===== config.mk =====
export PLATFORM = sky130hd
export DESIGN_NAME = msi_capability_block
export DESIGN_NICKNAME = d
export VERILOG_FILES = /design/src/msi_cap_pkg.sv /design/src/msi_irq_status.sv /design/src/msi_capability_block.sv
export SDC_FILE = /design/constraint.sdc
export NUM_CORES = 1
export LEC_CHECK = 0
export BUFFER_PORTS_ARGS = -buffer_cell sky130_fd_sc_hd__buf_2
export CORE_AREA = 2 2 150 152
export DETAILED_ROUTE_END_ITERATION = 7
export DIE_AREA = 0 0 152 154
export GPL_ROUTABILITY_DRIVEN = 1
export PLACE_DENSITY = 0.69
export SLEW_MARGIN = 20
export SYNTH_ARGS = -nofsm -noshare
export SYNTH_HDL_FRONTEND = slang
export SYNTH_SLANG_ARGS = --single-unit

===== constraint.sdc =====
create_clock -name REF_CLK -period 7.72 [get_ports REF_CLK]
set_input_delay 0.772 -clock REF_CLK [delete_from_list [all_inputs] [get_ports REF_CLK]]
set_output_delay 0.772 -clock REF_CLK [all_outputs]
set_load 0.03 [all_outputs]

===== src/msi_cap_pkg.sv =====
/*
 Constants, register layout and carrier types for the message signalled
 interrupt capability block of one switch port.
 Assumes a single 25 MHz configuration clock and an APB register master.
*/
// Operation
// - Capability identifier byte always reads as constant 0x5.
// - Next capability pointer resets to zero, ending the list.
// - Writable enable bit gates messages; resets to 0.
// - Requested message count is read-only zero.
// - Allocated message count acts as one message; resets to zero.
// - Wide address capable bit reads as 1.
// - Lower address holds bits 31:2; bits 1:0 read zero.
// - Non-zero upper address gives 64-bit write, else 32-bit only.
// - Generated messages always route upstream, whatever the address.
// - Message data is low 16 bits; upper half reads zero.
package msi_cap_pkg;
   localparam logic [11:0] CAP_CTRL_OFS = 12'h0d0;
   localparam logic [11:0] ADDR_LOW_OFS = 12'h0d4;
   localparam logic [11:0] ADDR_HIGH_OFS = 12'h0d8;
   localparam logic [11:0] PAYLOAD_OFS = 12'h0dc;
   localparam logic [11:0] IRQ_STATUS_OFS = 12'h0e0;
   localparam logic [11:0] IRQ_MASK_OFS = 12'h0e4;

   localparam logic [7:0] CAP_ID_VALUE = 8'h05;
   localparam logic [7:0] NEXT_PTR_RESET = 8'h00;
   localparam int NEXT_PTR_LSB = 8;
   localparam int ENABLE_BIT = 16;
   localparam int REQ_COUNT_LSB = 17;
   localparam int ALLOC_COUNT_LSB = 20;
   localparam int WIDE_BIT = 23;
   localparam logic [2:0] REQ_COUNT_VALUE = 3'h0;
   localparam logic [2:0] ALLOC_COUNT_RESET = 3'h0;
   localparam logic WIDE_VALUE = 1'b1;
   localparam logic [31:0] ADDR_RESET = 32'h0000_0000;
   localparam logic [15:0] PAYLOAD_RESET = 16'h0000;

   localparam int IRQ_SENT_BIT = 0;
   localparam int IRQ_DROP_BIT = 1;
   localparam int IRQ_WIDTH = 2;

   typedef enum {ST_IDLE, ST_ISSUE} send_state_e;

   typedef struct packed {
      logic [63:0] address;
      logic [31:0] data;
      logic wide;
      logic to_upstream;
   } msg_write_s;

   typedef struct packed {
      logic enable;
      logic [7:0] next_ptr;
      logic [2:0] alloc_count;
      logic [29:0] addr_low;
      logic [31:0] addr_high;
      logic [15:0] payload;
   } msi_regs_s;
endpackage


===== src/msi_irq_status.sv =====
/*
 Sticky event status with mask and one level interrupt output.
 Assumes events are single-cycle pulses on the same clock.
*/
`timescale 1ns/1ps
module msi_irq_status
   import msi_cap_pkg::*;
(
   input wire logic clk,
   input wire logic rst,
   input wire logic [IRQ_WIDTH-1:0] event_in,
   input wire logic status_clr_we,
   input wire logic mask_we,
   input wire logic [IRQ_WIDTH-1:0] wdata,
   output logic [IRQ_WIDTH-1:0] status,
   output logic [IRQ_WIDTH-1:0] mask,
   output logic irq
);
   typedef struct packed {
      logic [IRQ_WIDTH-1:0] status;
      logic [IRQ_WIDTH-1:0] mask;
      logic irq;
   } irq_state_s;

   irq_state_s state_reg;
   irq_state_s state_next;

   always_comb begin
      state_next = state_reg;
      // Set wins over a clear in the same cycle
      if (status_clr_we) begin
         state_next.status = state_reg.status & ~wdata;
      end
      state_next.status = state_next.status | event_in;
      if (mask_we) begin
         state_next.mask = wdata;
      end
      state_next.irq = |(state_next.status & state_next.mask);
   end

   always_ff @(posedge clk or posedge rst) begin
      if (rst) begin
         state_reg <= '0;
      end else begin
         state_reg <= state_next;
      end
   end

   assign status = state_reg.status;
   assign mask = state_reg.mask;
   assign irq = state_reg.irq;
endmodule // msi_irq_status


===== src/msi_capability_block.sv =====
/*
 Message signalled interrupt capability registers on APB, plus the
 memory write that signals an interrupt.
 Assumes the port's event source pulses MSG_REQUEST on REF_CLK and the
 upstream path accepts the write with MSG_READY.
*/
`timescale 1ns/1ps
module msi_capability_block
   import msi_cap_pkg::*;
(
   input wire logic REF_CLK,
   input wire logic RST,
   input wire logic PSEL,
   input wire logic PENABLE,
   input wire logic PWRITE,
   input wire logic [11:0] PADDR,
   input wire logic [31:0] PWDATA,
   input wire logic [3:0] PSTRB,
   output logic [31:0] PRDATA,
   output logic PREADY,
   output logic PSLVERR,
   input wire logic MSG_REQUEST,
   output logic MSG_VALID,
   input wire logic MSG_READY,
   output msg_write_s MSG_WRITE,
   output logic IRQ
);
   typedef struct packed {
      msi_regs_s regs;
      send_state_e state;
      msg_write_s msg;
      logic [31:0] rdata;
      logic sent_evt;
      logic drop_evt;
      // Read data lags one cycle, so every access takes one wait state
      logic waited;
   } block_state_s;

   block_state_s s_reg;
   block_state_s s_next;
   logic [IRQ_WIDTH-1:0] irq_status;
   logic [IRQ_WIDTH-1:0] irq_mask;
   logic access;
   logic wr;
   logic mapped;

   function automatic logic [31:0] merge(input logic [31:0] old, input logic [31:0] nw, input logic [3:0] strb);
      logic [31:0] res;
      res = old;
      for (int i = 0; i < 4; i++) begin
         if (strb[i]) begin
            res[i*8 +: 8] = nw[i*8 +: 8];
         end
      end
      return res;
   endfunction

   function automatic logic [31:0] ctrl_word(input msi_regs_s r);
      logic [31:0] w;
      w = '0;
      w[7:0] = CAP_ID_VALUE;
      w[NEXT_PTR_LSB +: 8] = r.next_ptr;
      w[ENABLE_BIT] = r.enable;
      w[REQ_COUNT_LSB +: 3] = REQ_COUNT_VALUE;
      w[ALLOC_COUNT_LSB +: 3] = r.alloc_count;
      w[WIDE_BIT] = WIDE_VALUE;
      return w;
   endfunction

   assign access = PSEL & PENABLE;
   // Writes land only at the edge where the master sees PREADY
   assign wr = access & PWRITE & s_reg.waited;
   assign mapped = (PADDR == CAP_CTRL_OFS) || (PADDR == ADDR_LOW_OFS) || (PADDR == ADDR_HIGH_OFS)
      || (PADDR == PAYLOAD_OFS) || (PADDR == IRQ_STATUS_OFS) || (PADDR == IRQ_MASK_OFS);

   always_comb begin
      logic [31:0] cw;
      logic [31:0] nw;
      cw = ctrl_word(s_reg.regs);
      nw = '0;
      s_next = s_reg;
      s_next.sent_evt = 1'b0;
      s_next.drop_evt = 1'b0;
      s_next.waited = access & ~s_reg.waited;

      // Register writes
      if (wr) begin
         case (PADDR)
            CAP_CTRL_OFS: begin
               nw = merge(cw, PWDATA, PSTRB);
               s_next.regs.next_ptr = nw[NEXT_PTR_LSB +: 8];
               s_next.regs.enable = nw[ENABLE_BIT];
               // Only one message is ever allocated, so the written count is only stored and read back, never used for messages
               s_next.regs.alloc_count = nw[ALLOC_COUNT_LSB +: 3];
            end
            ADDR_LOW_OFS: begin
               nw = merge({s_reg.regs.addr_low, 2'b00}, PWDATA, PSTRB);
               s_next.regs.addr_low = nw[31:2];
            end
            ADDR_HIGH_OFS: begin
               s_next.regs.addr_high = merge(s_reg.regs.addr_high, PWDATA, PSTRB);
            end
            PAYLOAD_OFS: begin
               nw = merge({16'h0000, s_reg.regs.payload}, PWDATA, PSTRB);
               s_next.regs.payload = nw[15:0];
            end
            default: begin
            end
         endcase
      end

      // Read data registered at the access phase
      if (access && !PWRITE) begin
         case (PADDR)
            CAP_CTRL_OFS: s_next.rdata = cw;
            ADDR_LOW_OFS: s_next.rdata = {s_reg.regs.addr_low, 2'b00};
            ADDR_HIGH_OFS: s_next.rdata = s_reg.regs.addr_high;
            PAYLOAD_OFS: s_next.rdata = {16'h0000, s_reg.regs.payload};
            IRQ_STATUS_OFS: s_next.rdata = {{(32-IRQ_WIDTH){1'b0}}, irq_status};
            IRQ_MASK_OFS: s_next.rdata = {{(32-IRQ_WIDTH){1'b0}}, irq_mask};
            default: s_next.rdata = '0;
         endcase
      end

      // Message generation
      case (s_reg.state)
         ST_IDLE: begin
            if (MSG_REQUEST) begin
               if (s_reg.regs.enable) begin
                  // Snapshot so a later register write cannot tear an issued message
                  s_next.msg.wide = |s_reg.regs.addr_high;
                  s_next.msg.address = s_next.msg.wide ? {s_reg.regs.addr_high, s_reg.regs.addr_low, 2'b00}
                     : {32'h0000_0000, s_reg.regs.addr_low, 2'b00};
                  s_next.msg.data = {16'h0000, s_reg.regs.payload};
                  s_next.msg.to_upstream = 1'b1;
                  s_next.state = ST_ISSUE;
               end else begin
                  s_next.drop_evt = 1'b1;
               end
            end
         end
         ST_ISSUE: begin
            if (MSG_READY) begin
               s_next.state = ST_IDLE;
               s_next.sent_evt = 1'b1;
            end
         end
         default: s_next.state = ST_IDLE;
      endcase
   end

   always_ff @(posedge REF_CLK or posedge RST) begin
      if (RST) begin
         s_reg.regs.enable <= 1'b0;
         s_reg.regs.next_ptr <= NEXT_PTR_RESET;
         s_reg.regs.alloc_count <= ALLOC_COUNT_RESET;
         s_reg.regs.addr_low <= ADDR_RESET[31:2];
         s_reg.regs.addr_high <= ADDR_RESET;
         s_reg.regs.payload <= PAYLOAD_RESET;
         s_reg.state <= ST_IDLE;
         s_reg.msg <= '0;
         s_reg.rdata <= '0;
         s_reg.sent_evt <= 1'b0;
         s_reg.drop_evt <= 1'b0;
         s_reg.waited <= 1'b0;
      end else begin
         s_reg <= s_next;
      end
   end

   msi_irq_status irq_unit (
      .clk(REF_CLK),
      .rst(RST),
      .event_in({s_reg.drop_evt, s_reg.sent_evt}),
      .status_clr_we(wr && PADDR == IRQ_STATUS_OFS),
      .mask_we(wr && PADDR == IRQ_MASK_OFS),
      .wdata(PWDATA[IRQ_WIDTH-1:0]),
      .status(irq_status),
      .mask(irq_mask),
      .irq(IRQ)
   );

   assign PREADY = access & s_reg.waited;
   assign PSLVERR = PREADY & ~mapped;
   assign PRDATA = s_reg.rdata;
   assign MSG_VALID = (s_reg.state == ST_ISSUE);
   assign MSG_WRITE = s_reg.msg;
endmodule // msi_capability_block


==> run summary, run 1 <==
Sequential Power Share: 46.9%
register area share after synthesis: 54.8%
CP Data Arrival Time: 3410 ps
htree depth: 1
core area: 21700 um2
latest clock arrival within the worst-skew pair: 510 ps
Hold Crit Class: flip-flop to flip-flop
CTS Buf Count: 24
crit-path max cell delay: 830 ps
grt total ovfl: 0
Hold Fails Final Rpt: 0
ratio of cells with drive above 1 in the final layout: 51.9%
post-DP HPWL: 15.3 mm
Post-synth EDFFs: 0
final setup fails: 0
switching pwr: 512 uW
Post-Syn Area per Cell: 13.4 um2
first-iteration detailed-routing DRC count: 276
CTS Sinks: 211
row count: 54
critical path fanouts, max: 32
drt wl/cell: 20.5 um
Async S/R FF share, synth: 100%
DRC Markers: 0
Fmax: 330 MHz
flop and latch count out of synthesis: 211
DIE AREA: 23400 um2
critical path's slowest cell: nor4b_4
CTS root buf: clkbuf_16
Post-Layout Inst Area: 10700 um2
Clock Pin Slew Worst Setup and Hold Paths: 60 ps
Setup TNS: 0 ps
number of vias per cell: 5.13
RSZ-0062 raised after global routing: no
power share of the clock group: 49.6%
nets: 835
mapped cell area: 9640 um2
worst-margin pin slew: 983 ps
TritonRoute pass-1 iters: 4
Total Power: 2.36 mW
Required @ worst endpoint: 8100 ps
CTS tree: done
Switching Share: 21.7%
Max-Cap Viols: 0
GRT Total Usage: 18.8%
boundary pin count: 189
Peak VDD IR: 0.000147 V
placed cell areas: 9860 um2
gpl congestion: 0.777
hold-fix buffer count after cts: 0
outcome: finished, final reports clean
Die W: 152 um
Synth cell types: 44
final worst-path cycle share: 39.3%
Gate power share: 3.5%
Hold WS: 440 ps
Port Buffers: 170
area delta synth->final: 11.0%
final wirelength: 22.1 mm
largest net degree at the start of global routing: 134
Lkg Pwr: 5.63 nW
antenna violations before repair: 1
ys flop type: dfrtp_1
relative slew slack: 34.5%
crit-path cells: buf_2 > nor4b_4 > nand4_2 > nor2_4 > mux2_2
post-route ant nets: 0
Syn Inst Count: 719
first-pass GRT wire length: 34.7 mm
max reg flops: 94
Die Y: 154 um
Pwr per Cell Area: 221 nW/um2
starting density of the core: 44.4%
number of global-route vias before repair: 5860
Final Max Slew Viols: 0
Int Power: 1.85 mW
min cycle time layout: 3030 ps
post-cts sizing count: 0
clk buf depth: 3
routed vias: 5550
Fin Clk Skew: 15.7 ps
post-CTS setup buffers: 0
number of synthesis warnings: 0
CP Capture Type: flip-flop
Setup CP Type: input port to flip-flop
Worst setup SP type: input port
-- cells in the final DEF, fill, tap and decap left out, types with 5 or more instances in the layout --
cell type,instances
a22o_1,10
dfrtp_1,211
nor2_1,9
clkbuf_1,5
nor4_1,9
nand4_1,5
nor2_4,8
conb_1,18
mux4_2,8
mux2i_1,6
a22oi_1,11
clkinv_2,6
o21ai_0,26
clkbuf_16,25
buf_2,170
a32oi_1,5
a31oi_1,5
nand2_1,31
mux2_2,175
-- synth_stat cells (all sizes together), types with 6 or more instances --
master,n,area [um2]
a22o,10,87.6
a22oi,11,82.6
buf,136,1010
clkbuf,19,71.3
dfrtp,211,5280
mux2,176,1980
mux2i,6,60.1
mux4,8,180
nand2,31,116
nand4,7,65.1
nor2,20,143
nor4,9,56.3
o21ai,26,130
-- cell type report --
type                            count  area (um2)
Antenna cell                        4        10.0
Clock buffer                       33         686
Clock inverter                     10         136
Fill cell                        1929       11000
Inverter                            4        22.5
Multi-Input combinational cell    366        3340
Sequential cell                   211        5280
Tap cell                          280         350
Timing Repair Buffer              173         877
-- worst max-delay path: cells and delay by family --
kind,cells,cell delay (ps)
muxes,1,380
buffers and inverters,1,580
and+or+nand+nor,3,1680
-- per-layer routing --
metal | up-vias | routed length [um] | share of wire (%) | track usage (%)
met5 | - | 0 | 0 | 0
met2 | 162 | 10300 | 47 | 30.5
met1 | 2821 | 10100 | 45 | 25.9
met4 | 0 | 297 | 1.3 | 3.83
li1 | 2542 | - | - | -
met3 | 25 | 1450 | 6.5 | 4.79
-- power by group through the flow --
| stage | registers (mW) | clock network (mW) | logic, mW |
|---|---|---|---|
| 5_1_grt | 1.11 | 1.24 | 0.0913 |
| 3_5_place_dp | 1.13 | 0 | 0.0832 |
| 3_3_place_gp | 1.13 | 0 | 0.0830 |
| 2_1_floorplan | 1.13 | 0 | 0.0567 |
| 4_1_cts | 1.11 | 1.19 | 0.0835 |
| 6_report | 1.11 | 1.17 | 0.0818 |
-- metrics by stage --
stage / utilization [%] / std cells / worst slack (ps)
global route: 49.3 / 1078 / 4490
detailed placement: 45.5 / 1033 / 3940
CTS: 49.3 / 1076 / 4470
floorplan: - / 736 / 1180
global placement: 45.5 / 1033 / 3980
finish: 49.3 / 1081 / 4690
-- path summary, 6_finish.rpt --
path | start | end | slack, ps | cells after the start
min | s_reg[0] | s_reg[0] | 440 | 1
max | PADDR[3] | s_reg[203] | 4690 | 5
max reg2reg | s_reg[254] | MSG_WRITE[40] | 5670 | 3
min in group asynchronous | RST | MSG_WRITE[41] | 470 | 2
min reg2reg | s_reg[0] | s_reg[0] | 440 | 1
max in group asynchronous | RST | s_reg[203] | 5710 | 3
-- logic make-up after synthesis --
kind of cell           synth area share (%)
flip-flops                             54.8
multiplexers                           23.1
buffers and inverters                  11.4
AND/OR/NAND/NOR                        6.11
AO/OA/AOI/OAI                          4.66
other                                0.0389
Note: power is estimated with default switching activity, not from simulation.
==> run 2, diff against run 1 <==
==> constraint.sdc (replaced) <==
create_clock -name REF_CLK -period 2.8 [get_ports REF_CLK]
set_input_delay 0.28 -clock REF_CLK [delete_from_list [all_inputs] [get_ports REF_CLK]]
set_output_delay 0.28 -clock REF_CLK [all_outputs]
set_load 0.03 [all_outputs]
==> run 2 against run 1 <==
Against the previous run:
- sequential share of layout area shrank 0.59 points
- core utilization grew 0.60 points
- cell count grew 1.4%
- highest routed layer unchanged
- wire length grew 2.8%
- combinational power grew to 3.2 times the previous value
- count of clock-buffer cells in the layout shrank 2
==> run summary, run 2 (synthesis results as in run 1) <==
Fin Clk Skew: 27.4 ps
CTS tree: done
Fmax: 487 MHz
Hold Crit Class: input port to flip-flop
critical path's slowest cell: nor2_2
latest clock arrival within the worst-skew pair: 520 ps
crit-path max cell delay: 580 ps
outcome: finished, final reports clean
min cycle time layout: 2050 ps
antenna violations before repair: 2
Peak VDD IR: 0.000393 V
drt wl/cell: 20.8 um
largest net degree at the start of global routing: 53
hold-fix buffer count after cts: 2
gpl congestion: 0.785
relative slew slack: 37.2%
Switching Share: 22.2%
boundary pin count: 189
Required @ worst endpoint: 3200 ps
ratio of cells with drive above 1 in the final layout: 52.8%
commonest non-fill, non-tap cell in the layout: dfrtp_1
CP Capture Type: flip-flop
TritonRoute pass-1 iters: 4
DIE AREA: 23400 um2
Layout Utilization: 49.9%
Final Non-Filler Cells: 1096
RSZ-0062 raised after global routing: no
first-iteration detailed-routing DRC count: 278
post-place setup slack: 549 ps
Lkg Pwr: 5.70 nW
first-pass GRT wire length: 35.5 mm
Sequential Power Share: 48.2%
Gate power share: 4.1%
Pwr per Cell Area: 585 nW/um2
Die W: 152 um
DRC Markers: 0
nets: 854
Max-Cap Viols: 0
power share of the clock group: 47.7%
clk buf depth: 3
Setup CP Type: flip-flop to flip-flop
Total Power: 6.33 mW
hold_sp: PWDATA[4]
post-cts sizing count: 0
max reg flops: 94
grt total ovfl: 0
setup slack after layout: 746 ps
switching pwr: 1.41 mW
number of vias per cell: 5.21
CP Data Arrival Time: 2460 ps
routed vias: 5711
Die Y: 154 um
post-CTS setup buffers: 0
final worst-path cycle share: 73.4%
Int Power: 4.92 mW
post-route ant nets: 0
htree depth: 1
GRT Total Usage: 19.4%
critical path fanouts, max: 8
Hold Fails Final Rpt: 0
Worst setup SP type: flip-flop
area delta synth->final: 12.4%
number of global-route vias before repair: 5859
commonest non-fill, non-tap cells in the layout: dfrtp_1, mux2_2, buf_2, nand2_1, o21ai_0
Final Max Slew Viols: 0
Port Buffers: 170
r2r startpoint: s_reg[0]
crit-path cells: and4_1 > nand4_1 > nor2_2 > mux2_2
fill cell count: 1930
CTS root buf: clkbuf_16
core area: 21700 um2
row count: 54
CP Launch Point: s_reg[0]
final wirelength: 22.8 mm
worst-margin pin slew: 940 ps
CTS Sinks: 211
post-DP HPWL: 16.1 mm
Clock Pin Slew Worst Setup and Hold Paths: 60 ps
CTS Buf Count: 23
Post-Place Cells: 1052
starting density of the core: 44.4%
final setup fails: 0
[run 2: cell types whose count changed in the layout (fill, tap and decap cells not counted), moves of 2 or more]
cell and delta:
clkinvlp_4 +2, clkbuf_16 -2, dlygate4sd3_1 +2, diode_2 -2
buf_12 +5, buf_4 +14
[run 2: final timing paths]
check                      slack (ps)             to  depth (start not counted)
setup / recovery                  750     s_reg[179]                          4
hold / removal                     20     s_reg[169]                          2
setup reg to reg                  750     s_reg[179]                          4
hold reg to reg                   440       s_reg[0]                          1
max in group asynchronous        1550  MSG_WRITE[13]                          4
min in group asynchronous         510  MSG_WRITE[70]                          3
[run 2: power groups by stage]
stage | sequential (mW) | combinational, mW | clock, mW
after global routing | 3.05 | 0.287 | 3.22
after global placement | 3.11 | 0.260 | 0
after CTS | 3.05 | 0.265 | 3.08
final | 3.05 | 0.261 | 3.02
after floorplan | 3.11 | 0.157 | 0
after detailed placement | 3.11 | 0.263 | 0
[run 2: through the flow]
| stage | TNS (ps) | cell area, um2 | hold slack [ps] |
|---|---|---|---|
| finish | 0 | 10800 | 20.0 |
| global placement | 0 | 10100 | 417 |
| floorplan | -46880 | 9710 | 376 |
| CTS | 0 | 10800 | 7.54 |
| detailed placement | 0 | 10100 | 435 |
| global route | 0 | 10800 | 19.7 |
[run 2: worst max-delay path, delay by kind of cell (launching register included)]
family	cells	cell delay [ps]
muxes	1	410
DFF	1	350
and+or+nand+nor	3	1170
[run 2: layout make-up]
type / count / area [um2] / area share [%]
clock buffers: 31 / 646 / 5.96
clock inverters: 9 / 101 / 0.936
multi-input cells: 366 / 3340 / 30.8
well taps: 280 / 350 / 3.23
inverters: 4 / 18.8 / 0.173
diodes: 2 / 5.00 / 0.0462
flip-flops and latches: 211 / 5280 / 48.7
repair buffers: 193 / 1090 / 10.1
[run 2: layer usage]
metal	part of all wire [%]	global-route usage, %	wire length, um
met1	46	27.5	10400
met2	47	30.9	10600
met3	5.9	4.03	1340
met4	1.8	4.76	415
met5	0	0	0
